==> src/hdl/card_fmt_cfg.svh <==
/*
  Offsets, field positions, reset values and timing counts of the
  smart card format and transmit-end block.
  Assumes a 32-bit AHB-Lite bus with one word per register.
*/
`ifndef CARD_FMT_CFG_SVH
`define CARD_FMT_CFG_SVH
// ************************************************************
// Register byte offsets
// ************************************************************
`define OFS_CARD_FORMAT 8'h00
`define OFS_SERIAL_CTRL 8'h04
`define OFS_STATUS 8'h08
`define OFS_TX_DATA 8'h0c
`define OFS_RX_DATA 8'h10
`define OFS_HALF_ETU 8'h14
// ************************************************************
// Card format register fields
// ************************************************************
`define FMT_RSVD_ONES 8'hf2
`define FMT_SHIFT_ORDER 3
`define FMT_INVERT 2
`define FMT_CARD_MODE 0
// ************************************************************
// Serial control register fields
// ************************************************************
`define CTL_TX_EN 0
`define CTL_RX_EN 1
`define CTL_GUARD 2
`define CTL_BLOCK 3
`define CTL_SEVEN 4
`define CTL_ODD 5
// ************************************************************
// Status register fields
// ************************************************************
`define ST_TX_BUFFER_EMPTY_FLAG 7
`define ST_ERS 4
`define ST_TX_END_FLAG 2
`define ST_MPB 1
`define ST_TX_MULTIPROC_BIT 0
// ************************************************************
// Transmit-end intervals in half etu (2.5, 1.5 and 1.0 etu)
// ************************************************************
`define TX_END_FLAG_GAP_GT0_BLK0 4'h5
`define TX_END_FLAG_GAP_GT0_BLK1 4'h3
`define TX_END_FLAG_GAP_GT1 4'h2
`define HALF_ETU_RESET 16'h0010
`endif

==> src/hdl/card_fmt_pkg.sv <==
/*
  Types shared by the smart card format block.
  Assumes the constants header is included by the design file.
*/
package card_fmt_pkg;
  // Transmit sequencer, Gray along idle, send, guard
  typedef enum logic [1:0] {TX_IDLE = 2'b00, TX_SEND = 2'b01, TX_GUARD = 2'b11} tx_state_t;
  // Receive sequencer
  typedef enum logic {RX_IDLE = 1'b0, RX_RUN = 1'b1} rx_state_t;
endpackage

==> src/hdl/card_fmt_tx_end.sv <==
/*
  Smart card format control and transmit-end flag logic of one serial
  channel, with a small half-duplex transmitter and receiver and an
  AHB-Lite register slave.
  Assumes a single 50 MHz clock and an open-drain card data line.
*/
`timescale 1ns/1ps
`include "card_fmt_cfg.svh"
// What this block does
// [RULE_01] Transmitter disabled, no error: set transmit-end
// [RULE_02] After byte: set if no error, buffer empty
// [RULE_03] Gap 2.5, 1.5 or 1.0 etu
// [RULE_04] Read one then write zero clears; ones ignored
// [RULE_05] Writing transmit data clears transmit-end
// [RULE_06] Received multiprocessor bit unused in card mode
// [RULE_07] Software keeps multiprocessor transfer bit zero
// [RULE_08] Reserved format bits read as one
// [RULE_09] Shift order bit picks LSB or MSB first
// [RULE_10] Seven-bit characters always LSB first
// [RULE_11] Invert bit inverts sent and stored data
// [RULE_12] Inversion never touches the parity bit
// [RULE_13] Mode bit selects card or normal mode
// [RULE_14] Low error signal sets error status
// [RULE_15] Loading shift register sets buffer-empty flag
// [RULE_16] Intervals counted in bit periods after character
module card_fmt_tx_end
  import card_fmt_pkg::*;
(
  input wire logic core_clk_in,
  input wire logic rst_n_in,
  input wire logic hsel_in,
  input wire logic [7:0] haddr_in,
  input wire logic [1:0] htrans_in,
  input wire logic hwrite_in,
  input wire logic [2:0] hsize_in,
  input wire logic [31:0] hwdata_in,
  input wire logic hready_in,
  output logic [31:0] hrdata_out,
  output logic hreadyout_out,
  output logic hresp_out,
  input wire logic card_io_in,
  output logic card_io_out,
  output logic card_io_oe_out,
  output logic tx_end_flag_out,
  output logic tx_buffer_empty_out
);
  // ************************************************************
  // Registers
  // ************************************************************
  logic [7:0] fmt_q; // Card format, writable bits only
  logic [5:0] ctl_q; // Serial control
  logic [7:0] tdr_q; // Transmit data
  logic [7:0] rdr_q; // Receive data
  logic [15:0] half_q; // Cycles per half etu
  logic tx_buffer_empty_flag_q, ers_q, tx_end_flag_q, mpb_q, tx_multiproc_bit_q; // Status flags
  logic [2:0] arm_q; // Read-as-one seen: tx_buffer_empty_flag, ers, tx_end_flag
  logic [31:0] rdata_q;
  logic wr_q; // Write data phase pending
  logic [7:0] wa_q; // Write address
  // ************************************************************
  // Sequencers and timing
  // ************************************************************
  tx_state_t tx_state_q;
  rx_state_t rx_state_q;
  logic [15:0] div_q;
  logic half_tick;
  logic [4:0] hcnt_q; // Transmit half-etu count
  logic [4:0] rcnt_q; // Receive half-etu count
  logic [9:0] frm_q; // Outgoing frame, bit 0 on the line
  logic [8:0] rsh_q; // Incoming bits
  logic tx_load, guard_done, rx_start, rx_done;
  logic [2:0] sync_q; // Line synchroniser
  logic line_q; // Filtered line level
  logic io_oe_q;
  // Control field views
  logic card_mode, msb_sel, inv_sel, tx_en, rx_en, seven;
  logic [3:0] gap;
  logic [4:0] send_last;
  logic st_wr, txd_wr, st_rd;

  assign card_mode = fmt_q[`FMT_CARD_MODE];
  assign msb_sel = fmt_q[`FMT_SHIFT_ORDER];
  assign inv_sel = fmt_q[`FMT_INVERT];
  assign tx_en = ctl_q[`CTL_TX_EN];
  assign rx_en = ctl_q[`CTL_RX_EN];
  assign seven = ctl_q[`CTL_SEVEN];
  assign st_wr = wr_q && (wa_q == `OFS_STATUS);
  assign txd_wr = wr_q && (wa_q == `OFS_TX_DATA);

  // Order and polarity of data bits; self-inverse, so shared by both paths
  function automatic logic [7:0] fmt_bits(input logic [7:0] d, input logic msb,
                                          input logic inv, input logic sev);
    logic [7:0] r;
    r = d;
    if (msb && !sev) // [RULE_09] [RULE_10]
    begin
      r = {d[0], d[1], d[2], d[3], d[4], d[5], d[6], d[7]};
    end
    if (inv) // [RULE_11]
    begin
      r = ~r;
    end
    if (sev)
    begin
      r[7] = 1'b0;
    end
    return r;
  endfunction

  // ************************************************************
  // AHB-Lite slave, zero wait states
  // ************************************************************
  logic addr_ok;
  assign addr_ok = hsel_in && hready_in && htrans_in[1];
  assign st_rd = addr_ok && !hwrite_in && (haddr_in == `OFS_STATUS);

  // Address phase capture; read data latched here for the data phase
  always_ff @(posedge core_clk_in or negedge rst_n_in)
  begin
    if (!rst_n_in)
    begin
      wr_q <= 1'b0;
      wa_q <= 8'h00;
      rdata_q <= 32'h0000_0000;
    end
    else if (hready_in)
    begin
      wr_q <= addr_ok && hwrite_in;
      wa_q <= haddr_in;
      rdata_q <= 32'h0000_0000;
      if (addr_ok && !hwrite_in)
      begin
        case (haddr_in)
          `OFS_CARD_FORMAT: rdata_q[7:0] <= fmt_q | `FMT_RSVD_ONES; // [RULE_08]
          `OFS_SERIAL_CTRL: rdata_q[5:0] <= ctl_q;
          `OFS_STATUS: rdata_q[7:0] <= {tx_buffer_empty_flag_q, 2'b00, ers_q, 1'b0, tx_end_flag_q,
                                        mpb_q, tx_multiproc_bit_q};
          `OFS_TX_DATA: rdata_q[7:0] <= tdr_q;
          `OFS_RX_DATA: rdata_q[7:0] <= rdr_q;
          `OFS_HALF_ETU: rdata_q[15:0] <= half_q;
          default: rdata_q <= 32'h0000_0000; // Unmapped reads zero
        endcase
      end
    end
  end

  // Bus answer: always ready, always OKAY
  always_ff @(posedge core_clk_in or negedge rst_n_in)
  begin
    if (!rst_n_in)
    begin
      hreadyout_out <= 1'b1;
      hresp_out <= 1'b0;
    end
    else
    begin
      hreadyout_out <= 1'b1;
      hresp_out <= 1'b0;
    end
  end
  assign hrdata_out = rdata_q;

  // Plain read/write registers
  always_ff @(posedge core_clk_in or negedge rst_n_in)
  begin
    if (!rst_n_in)
    begin
      fmt_q <= 8'h00;
      ctl_q <= 6'h00;
      tdr_q <= 8'h00;
      half_q <= `HALF_ETU_RESET;
      tx_multiproc_bit_q <= 1'b0;
    end
    else if (wr_q)
    begin
      case (wa_q)
        `OFS_CARD_FORMAT: fmt_q <= hwdata_in[7:0] & ~`FMT_RSVD_ONES; // [RULE_13]
        `OFS_SERIAL_CTRL: ctl_q <= hwdata_in[5:0];
        `OFS_TX_DATA: tdr_q <= hwdata_in[7:0];
        `OFS_HALF_ETU: half_q <= hwdata_in[15:0];
        `OFS_STATUS: tx_multiproc_bit_q <= hwdata_in[`ST_TX_MULTIPROC_BIT]; // Kept at zero in card mode
        default: tx_multiproc_bit_q <= tx_multiproc_bit_q; // Unmapped writes dropped
      endcase
    end
  end

  // Read-as-one arming for the clear-by-zero flags
  always_ff @(posedge core_clk_in or negedge rst_n_in)
  begin
    if (!rst_n_in)
    begin
      arm_q <= 3'b000;
    end
    else if (st_rd)
    begin
      arm_q <= {tx_buffer_empty_flag_q, ers_q, tx_end_flag_q};
    end
  end

  // ************************************************************
  // Status flags; hardware set wins over any clear
  // ************************************************************
  logic ers_set;
  assign ers_set = card_mode && (tx_state_q == TX_GUARD) && half_tick && !line_q;

  // Transmit buffer empty
  always_ff @(posedge core_clk_in or negedge rst_n_in)
  begin
    if (!rst_n_in)
    begin
      tx_buffer_empty_flag_q <= 1'b1;
    end
    else if (!tx_en || tx_load) // [RULE_15]
    begin
      tx_buffer_empty_flag_q <= 1'b1;
    end
    else if (txd_wr || (st_wr && arm_q[2] && !hwdata_in[`ST_TX_BUFFER_EMPTY_FLAG]))
    begin
      tx_buffer_empty_flag_q <= 1'b0;
    end
  end

  // Error signal status
  always_ff @(posedge core_clk_in or negedge rst_n_in)
  begin
    if (!rst_n_in)
    begin
      ers_q <= 1'b0;
    end
    else if (ers_set) // [RULE_14]
    begin
      ers_q <= 1'b1;
    end
    else if (st_wr && arm_q[1] && !hwdata_in[`ST_ERS])
    begin
      ers_q <= 1'b0;
    end
  end

  // Transmit end
  always_ff @(posedge core_clk_in or negedge rst_n_in)
  begin
    if (!rst_n_in)
    begin
      tx_end_flag_q <= 1'b1;
    end
    else if (!tx_en && !ers_q) // [RULE_01]
    begin
      tx_end_flag_q <= 1'b1;
    end
    else if (guard_done && !ers_q && !ers_set && tx_buffer_empty_flag_q) // [RULE_02]
    begin
      tx_end_flag_q <= 1'b1;
    end
    else if (txd_wr) // [RULE_05]
    begin
      tx_end_flag_q <= 1'b0;
    end
    else if (st_wr && arm_q[0] && !hwdata_in[`ST_TX_END_FLAG]) // [RULE_04]
    begin
      tx_end_flag_q <= 1'b0;
    end
  end

  // Flag outputs
  always_ff @(posedge core_clk_in or negedge rst_n_in)
  begin
    if (!rst_n_in)
    begin
      tx_end_flag_out <= 1'b1;
      tx_buffer_empty_out <= 1'b1;
    end
    else
    begin
      tx_end_flag_out <= tx_end_flag_q;
      tx_buffer_empty_out <= tx_buffer_empty_flag_q;
    end
  end

  // ************************************************************
  // Line synchroniser and bit-rate divider
  // ************************************************************
  always_ff @(posedge core_clk_in or negedge rst_n_in)
  begin
    if (!rst_n_in)
    begin
      sync_q <= 3'b111;
      line_q <= 1'b1;
    end
    else
    begin
      sync_q <= {sync_q[1:0], card_io_in};
      if (sync_q[1] == sync_q[2]) // Change counts once two stages agree
      begin
        line_q <= sync_q[1];
      end
    end
  end

  // Half-etu ticks; restarted so each character is bit-aligned
  assign half_tick = (div_q == half_q - 16'h0001);
  always_ff @(posedge core_clk_in or negedge rst_n_in)
  begin
    if (!rst_n_in)
    begin
      div_q <= 16'h0000;
    end
    else if (tx_load || rx_start || half_tick)
    begin
      div_q <= 16'h0000;
    end
    else
    begin
      div_q <= div_q + 16'h0001;
    end
  end

  // ************************************************************
  // Transmitter
  // ************************************************************
  assign tx_load = tx_en && !tx_buffer_empty_flag_q && (tx_state_q == TX_IDLE) && (rx_state_q == RX_IDLE);
  // Start, data and parity bits, two half ticks each
  assign send_last = seven ? 5'd17 : 5'd19;
  // [RULE_03] Gap depends on guard-time and block settings
  assign gap = ctl_q[`CTL_GUARD] ? `TX_END_FLAG_GAP_GT1 :
               (ctl_q[`CTL_BLOCK] ? `TX_END_FLAG_GAP_GT0_BLK1 : `TX_END_FLAG_GAP_GT0_BLK0);
  assign guard_done = (tx_state_q == TX_GUARD) && half_tick && (hcnt_q == {1'b0, gap} - 5'd1)
                      || (tx_state_q == TX_SEND) && half_tick && (hcnt_q == send_last)
                      && !card_mode;

  logic [7:0] tx_ord;
  logic tx_par;
  assign tx_ord = fmt_bits(tdr_q, msb_sel, inv_sel, seven);
  // [RULE_12] Parity from the raw data, not from the inverted bits
  assign tx_par = (seven ? ^tdr_q[6:0] : ^tdr_q) ^ ctl_q[`CTL_ODD];

  // Transmit sequencer
  always_ff @(posedge core_clk_in or negedge rst_n_in)
  begin
    if (!rst_n_in)
    begin
      tx_state_q <= TX_IDLE;
      hcnt_q <= 5'd0;
      frm_q <= 10'h3ff;
    end
    else
    begin
      case (tx_state_q)
        TX_IDLE:
        begin
          if (tx_load)
          begin
            tx_state_q <= TX_SEND;
            hcnt_q <= 5'd0;
            frm_q <= seven ? {1'b1, tx_par, tx_ord[6:0], 1'b0} : {tx_par, tx_ord, 1'b0};
          end
        end
        TX_SEND:
        begin
          if (half_tick)
          begin
            hcnt_q <= hcnt_q + 5'd1;
            if (hcnt_q[0]) // Next bit every whole etu
            begin
              frm_q <= {1'b1, frm_q[9:1]};
            end
            if (hcnt_q == send_last)
            begin
              hcnt_q <= 5'd0;
              // [RULE_13] Guard wait only in card mode [RULE_16]
              tx_state_q <= card_mode ? TX_GUARD : TX_IDLE;
            end
          end
        end
        TX_GUARD:
        begin
          if (half_tick)
          begin
            hcnt_q <= hcnt_q + 5'd1;
            if (guard_done) // [RULE_03]
            begin
              tx_state_q <= TX_IDLE;
            end
          end
        end
        default: tx_state_q <= TX_IDLE;
      endcase
    end
  end

  // Open-drain drive: enable only while sending a zero
  always_ff @(posedge core_clk_in or negedge rst_n_in)
  begin
    if (!rst_n_in)
    begin
      io_oe_q <= 1'b0;
    end
    else
    begin
      io_oe_q <= (tx_state_q == TX_SEND) && !frm_q[0];
    end
  end
  assign card_io_oe_out = io_oe_q;
  assign card_io_out = 1'b0;

  // ************************************************************
  // Receiver, only while the transmitter is idle
  // ************************************************************
  assign rx_start = rx_en && (rx_state_q == RX_IDLE) && (tx_state_q == TX_IDLE)
                    && !tx_load && !line_q;
  assign rx_done = (rx_state_q == RX_RUN) && half_tick && (rcnt_q == send_last);

  always_ff @(posedge core_clk_in or negedge rst_n_in)
  begin
    if (!rst_n_in)
    begin
      rx_state_q <= RX_IDLE;
      rcnt_q <= 5'd0;
      rsh_q <= 9'h000;
    end
    else if (rx_start)
    begin
      rx_state_q <= RX_RUN;
      rcnt_q <= 5'd0;
    end
    else if ((rx_state_q == RX_RUN) && half_tick)
    begin
      rcnt_q <= rcnt_q + 5'd1;
      if (!rcnt_q[0] && (rcnt_q != 5'd0)) // Mid-bit sample
      begin
        rsh_q <= {line_q, rsh_q[8:1]};
      end
      if (rx_done)
      begin
        rx_state_q <= RX_IDLE;
      end
    end
  end

  // Receive data store and multiprocessor bit
  logic [7:0] rx_raw;
  // First mid-bit sample is data bit 0; parity ends up in the top stage
  assign rx_raw = seven ? {1'b0, rsh_q[7:1]} : rsh_q[7:0];
  always_ff @(posedge core_clk_in or negedge rst_n_in)
  begin
    if (!rst_n_in)
    begin
      rdr_q <= 8'h00;
      mpb_q <= 1'b0;
    end
    else if (rx_done)
    begin
      rdr_q <= fmt_bits(rx_raw, msb_sel, inv_sel, seven); // [RULE_11]
      mpb_q <= card_mode ? 1'b0 : line_q; // [RULE_06]
    end
  end

  // ************************************************************
  // Assertions
  // ************************************************************
  property p_tx_end_flag_idle;
    @(posedge core_clk_in) disable iff (!rst_n_in) (!tx_en && !ers_q) |=> tx_end_flag_q;
  endproperty
  a_tx_end_flag_idle: assert property (p_tx_end_flag_idle) else $error("tx_end_flag not set when idle"); // [RULE_01]

  property p_tx_end_flag_after;
    @(posedge core_clk_in) disable iff (!rst_n_in)
      (guard_done && !ers_q && !ers_set && tx_buffer_empty_flag_q) |=> tx_end_flag_q;
  endproperty
  a_tx_end_flag_after: assert property (p_tx_end_flag_after) else $error("tx_end_flag not set after byte"); // [RULE_02]

  property p_gap_len;
    @(posedge core_clk_in) disable iff (!rst_n_in)
      (tx_state_q == TX_GUARD && half_tick && hcnt_q == 5'd1 && ctl_q[`CTL_GUARD])
      |=> tx_state_q == TX_IDLE;
  endproperty
  a_gap_len: assert property (p_gap_len) else $error("guard gap wrong"); // [RULE_03]

  property p_one_ignored;
    @(posedge core_clk_in) disable iff (!rst_n_in)
      (tx_end_flag_q && st_wr && hwdata_in[`ST_TX_END_FLAG]) |=> tx_end_flag_q;
  endproperty
  a_one_ignored: assert property (p_one_ignored) else $error("tx_end_flag cleared by one"); // [RULE_04]

  property p_tdr_clears;
    @(posedge core_clk_in) disable iff (!rst_n_in)
      (txd_wr && tx_en && !guard_done) |=> !tx_end_flag_q;
  endproperty
  a_tdr_clears: assert property (p_tdr_clears) else $error("tx_end_flag kept on data write"); // [RULE_05]

  property p_mpb_card;
    @(posedge core_clk_in) disable iff (!rst_n_in) (rx_done && card_mode) |=> !mpb_q;
  endproperty
  a_mpb_card: assert property (p_mpb_card) else $error("mpb set in card mode"); // [RULE_06]

  property p_rsvd;
    @(posedge core_clk_in) disable iff (!rst_n_in)
      (addr_ok && !hwrite_in && haddr_in == `OFS_CARD_FORMAT)
      |=> (rdata_q[7:4] == 4'hf) && rdata_q[1];
  endproperty
  a_rsvd: assert property (p_rsvd) else $error("reserved bits not one"); // [RULE_08]

  property p_msb_first;
    @(posedge core_clk_in) disable iff (!rst_n_in)
      (tx_load && msb_sel && !inv_sel && !seven) |=> frm_q[1] == $past(tdr_q[7]);
  endproperty
  a_msb_first: assert property (p_msb_first) else $error("msb not first"); // [RULE_09]

  property p_seven_lsb;
    @(posedge core_clk_in) disable iff (!rst_n_in)
      (tx_load && seven && !inv_sel) |=> frm_q[1] == $past(tdr_q[0]);
  endproperty
  a_seven_lsb: assert property (p_seven_lsb) else $error("seven bit not lsb first"); // [RULE_10]

  property p_normal_no_guard;
    @(posedge core_clk_in) disable iff (!rst_n_in)
      (!card_mode && tx_state_q == TX_SEND) |=> tx_state_q != TX_GUARD;
  endproperty
  a_normal_no_guard: assert property (p_normal_no_guard) else $error("guard in normal"); // [RULE_13]

  property p_ers_set;
    @(posedge core_clk_in) disable iff (!rst_n_in) ers_set |=> ers_q;
  endproperty
  a_ers_set: assert property (p_ers_set) else $error("error status missed"); // [RULE_14]

  property p_load_empty;
    @(posedge core_clk_in) disable iff (!rst_n_in) tx_load |=> tx_buffer_empty_flag_q ##1 tx_state_q == TX_SEND;
  endproperty
  a_load_empty: assert property (p_load_empty) else $error("buffer not empty on load"); // [RULE_15]

  c_byte_sent: cover property (@(posedge core_clk_in) disable iff (!rst_n_in)
    guard_done ##1 tx_end_flag_q);
  c_error_seen: cover property (@(posedge core_clk_in) disable iff (!rst_n_in) ers_set);
  c_byte_recv: cover property (@(posedge core_clk_in) disable iff (!rst_n_in) rx_done);
endmodule

==> config.mk <==
export PLATFORM = sky130hd
export DESIGN_NAME = card_fmt_tx_end
export DESIGN_NICKNAME = d
export VERILOG_FILES = /design/src/hdl/card_fmt_pkg.sv /design/src/hdl/card_fmt_tx_end.sv
export VERILOG_INCLUDE_DIRS = /design/src /design/src/hdl
export SDC_FILE = /design/constraint.sdc
export NUM_CORES = 1
export LEC_CHECK = 0
export BUFFER_PORTS_ARGS = -buffer_cell sky130_fd_sc_hd__buf_2
export CORE_AREA = 3 3 117 119
export CTS_CLUSTER_SIZE = 20
export DETAILED_ROUTE_END_ITERATION = 10
export DIE_AREA = 0 0 120 122
export PLACE_DENSITY = 0.76
export SETUP_SLACK_MARGIN = 0.2
export SLEW_MARGIN = 30
export SYNTH_ARGS = -nofsm -noshare
export SYNTH_HDL_FRONTEND = slang
export SYNTH_SLANG_ARGS = --single-unit
==> constraint.sdc <==
create_clock -name core_clk_in -period 3.9 [get_ports core_clk_in]
set_clock_uncertainty 0.15 [all_clocks]
set_input_delay 0.195 -clock core_clk_in [delete_from_list [all_inputs] [get_ports core_clk_in]]
set_output_delay 0.195 -clock core_clk_in [all_outputs]
set_load 0.03 [all_outputs]
==> results.md <==
* Status: complete, no violations
* Die area at 14,640 um^2
* DRT Wirelength at 16.52 mm
* Post-Syn Area at 7014 um^2
* Gr ovfl total at 0
* CTS root buf: clkbuf_16
* DR vias/cell at 5.861
* Initial drt markers at 354
* Slew Viols, Final at 0
* Count leader, synth: dfrtp_1
* RR Startpoint: half_q[1]
* Hold path start: haddr_in[3]
* Antenna diode count at 0
* CP Launch Type: register
* CP Launch Point: half_q[1]
* Pwr Total at 3.533 mW
* Die width at 120 um
* Initial core utilization at 0.5536
* Min Clock Period, post-route at 3548 ps
* CTS tree: yes
* Tot GR Track Use at 0.2396
* Final count of negative-setup-slack endpoints at 0
* Die height at 122 um
* Synth async-reset ratio at 1.000
* Core area at 12,670 um^2
* Worst-skew pair later-pin latency at 430 ps
* Max frequency at 0.2819 GHz
* H-tree levels at 4
* Seq/Total Area, Yosys at 0.4636
* Worst Path Max Fanout at 14
* Number of CTS-inserted buffers at 17
* Final TNS setup at 0 ps
* Total internal power at 2.594 mW
* Antenna violations before repair at 0
* RSZ-0062 raised after global routing: false
* Flop pwr share at 0.436
* Filler instances at 957
* Largest area contributor in the netlist: dfrtp_1
* Leakage at 3.693 nW
* Clock sinks at 129
* Core Rows at 41
* Ys Warns at 0
* Area occupied by multi-input gates at 3487 um^2
* Sw Share at 0.2657
* Net Switching at 938.8 uW
* Max clock buf depth at 2
* Power per cell area at 428.5 nW/um^2
* Worst path max stage delay at 630 ps
* Final #Nets at 792
* Reg2reg setup slack at 350 ps
* Post-route clock period utilization at 0.9097
* Storage cell area at 3253 um^2
* Layout cells sized above 1 at 0.2754
* Yosys top cell area share at 0.3924
* Peak VDD IR at 0.0002746 V
* Post-DP HPWL at 11.48 mm
* Post-synth top cells: 110 x dfrtp_1, 76 x mux2_2, 47 x nand2_1, 45 x nor2_1, 35 x xor2_1
* Crit. End Element: register
* DRC at 0
* Reg clk slew, reported paths at 60 ps
* Slowest CP cell: or4b_2
* Crit path required time at 4120 ps
* Largest net degree at the start of global routing at 66
* CP cell instances: inv_1 -> ha_4 -> or4b_4 -> a2111oi_2 -> a41oi_1 -> o21ai_1 -> nand2_1 -> or4_4 -> buf_4 -> or4b_2 -> nand2_1
* Worst-margin pin slew at 993.8 ps
* Wirelength per Cell at 17.96 um
* Crit path top cell by count: nand2_1
* Post-synthesis register bit count at 129
* Final ANT Viol Nets at 0
* CP bufs+invs at 2
* Relative slew margins at 0.3314
* Synth Instances at 664
* MaxCap Viol Count at 0
* Area grow syn2layout at 17.55%
* Top post-synthesis cells by area: dfrtp_1 39%, mux2_2 12%, dfstp_2 7.1%
* First-pass GRT wire length at 27.35 mm
* Prevailing post-synth register cell: dfrtp_1
* Crit path max-delay family: simple AND/OR/NAND/NOR gates
* Port Buffers at 49
* Mean area per synthesized cell at 10.56 um^2
* Yosys cell types at 67
* Placer congestion estimate at 0.8453
* IO Count at 89
* Count of final hold-check violations at 0
* Clock power share at 0.444
* Hold Crit Class: in2reg
* CP arrival at 3760 ps
* Vias at 5,392
* CP Class: reg2reg
* DR pass1 iterations at 6
* Vias in the first global route at 5,431
* Comb pwr share at 0.120
* Post-synth EDFFs at 0
-- power by group through the flow --
stage | sequential (mW) | clock [mW] | combinational [mW]
3_5_place_dp | 1.56 | 0 | 0.395
3_3_place_gp | 1.55 | 0 | 0.374
4_1_cts | 1.54 | 1.58 | 0.418
6_report | 1.54 | 1.57 | 0.423
5_1_grt | 1.56 | 1.65 | 0.470
2_1_floorplan | 1.52 | 0 | 0.319
-- cell families after synthesis --
family / count (synthesis) / synth area share
AO/OA/AOI/OAI: 106 / 0.1054
XOR/XNOR: 58 / 0.07242
adder cells (fa/ha/maj): 6 / 0.01035
buffers and inverters: 75 / 0.05280
flip-flops: 129 / 0.4636
multiplexers: 96 / 0.1506
other: 2 / 0.001071
AND/OR/NAND/NOR: 192 / 0.1438
-- placed cells by master (no fill, tap or decap), types with 5 or more instances in the layout --
cell / n
o2bb2ai_1: 5
xor2_1: 35
nand3_1: 19
nand2_1: 47
nor4_1: 6
and3_1: 8
clkbuf_16: 17
buf_2: 48
dlygate4sd3_1: 27
nor2b_1: 7
clkinv_2: 5
conb_1: 19
xnor2_1: 23
a21oi_1: 15
o21ai_0: 25
inv_1: 23
buf_4: 11
mux2i_1: 20
nor2_1: 45
a22o_1: 11
mux2_2: 76
nor3_1: 12
nand4_1: 13
a221oi_1: 5
a31oi_1: 6
dfrtp_1: 109
dfstp_2: 19
-- state kept, by name, summed over array words and instances, names as in the netlist, 2 cells and up --
signal      flops
tdr_q           8
rsh_q           9
half_q         16
div_q          16
ctl_q           6
sync_q          3
frm_q          10
hcnt_q          5
rcnt_q          5
wa_q            8
tx_state_q      2
rdr_q           8
fmt_q           3
hrdata_out     16
arm_q           3
-- per-stage QoR --
step,setup slack (ps),std cells,cell area [um^2],utilization,hold WS (ps)
2_1_floorplan,314.0,681,7078,-,-250.6
4_1_cts,212.3,918,8198,0.6470,88.68
6_report,352.2,920,8245,0.6507,119.1
5_1_grt,215.5,920,8245,0.6507,144.4
3_3_place_gp,281.9,860,7345,0.5796,150.2
3_5_place_dp,124.1,860,7345,0.5796,151.2
-- tightest hold or removal path: cells and delay by family --
family | cells | cell delay (ps)
buf+inv | 1 | 210
compound gates | 2 | 250
-- final cells by class --
class / instances / area share
Multi-Input combinational cell: 477 / 0.4229
Sequential cell: 129 / 0.3945
Timing Repair Buffer: 88 / 0.07572
Inverter: 23 / 0.01047
Clock buffer: 21 / 0.05706
Tap cell: 172 / 0.02610
Clock inverter: 10 / 0.01320
-- routing by layer --
layer,global-route usage,wire (um)
met5,0,0
met4,0.09735,363
met3,0.04735,858
met2,0.4103,8374
met1,0.2994,6925
-- timing repair --
| action | in CTS | in global routing |
|---|---|---|
| pin swaps | 0 | 2 |
| hold buffers | 27 | 0 |
| resized for setup | 3 | 6 |
| endpoints found under the hold margin | 93 | 0 |
| setup endpoints to repair | 14 | 18 |
| setup buffers | 0 | 2 |
-- final timing paths --
kind / cells after the start / to
worst max-delay path: 11 / rcnt_q[3]
worst min-delay path: 3 / hrdata_out[7]
min in group asynchronous: 2 / wr_q
max in group asynchronous: 3 / tx_buffer_empty_flag_q
worst min register to register: 0 / sync_q[1]
worst max register to register: 11 / rcnt_q[3]
Note: power is estimated with default switching activity, not from simulation.
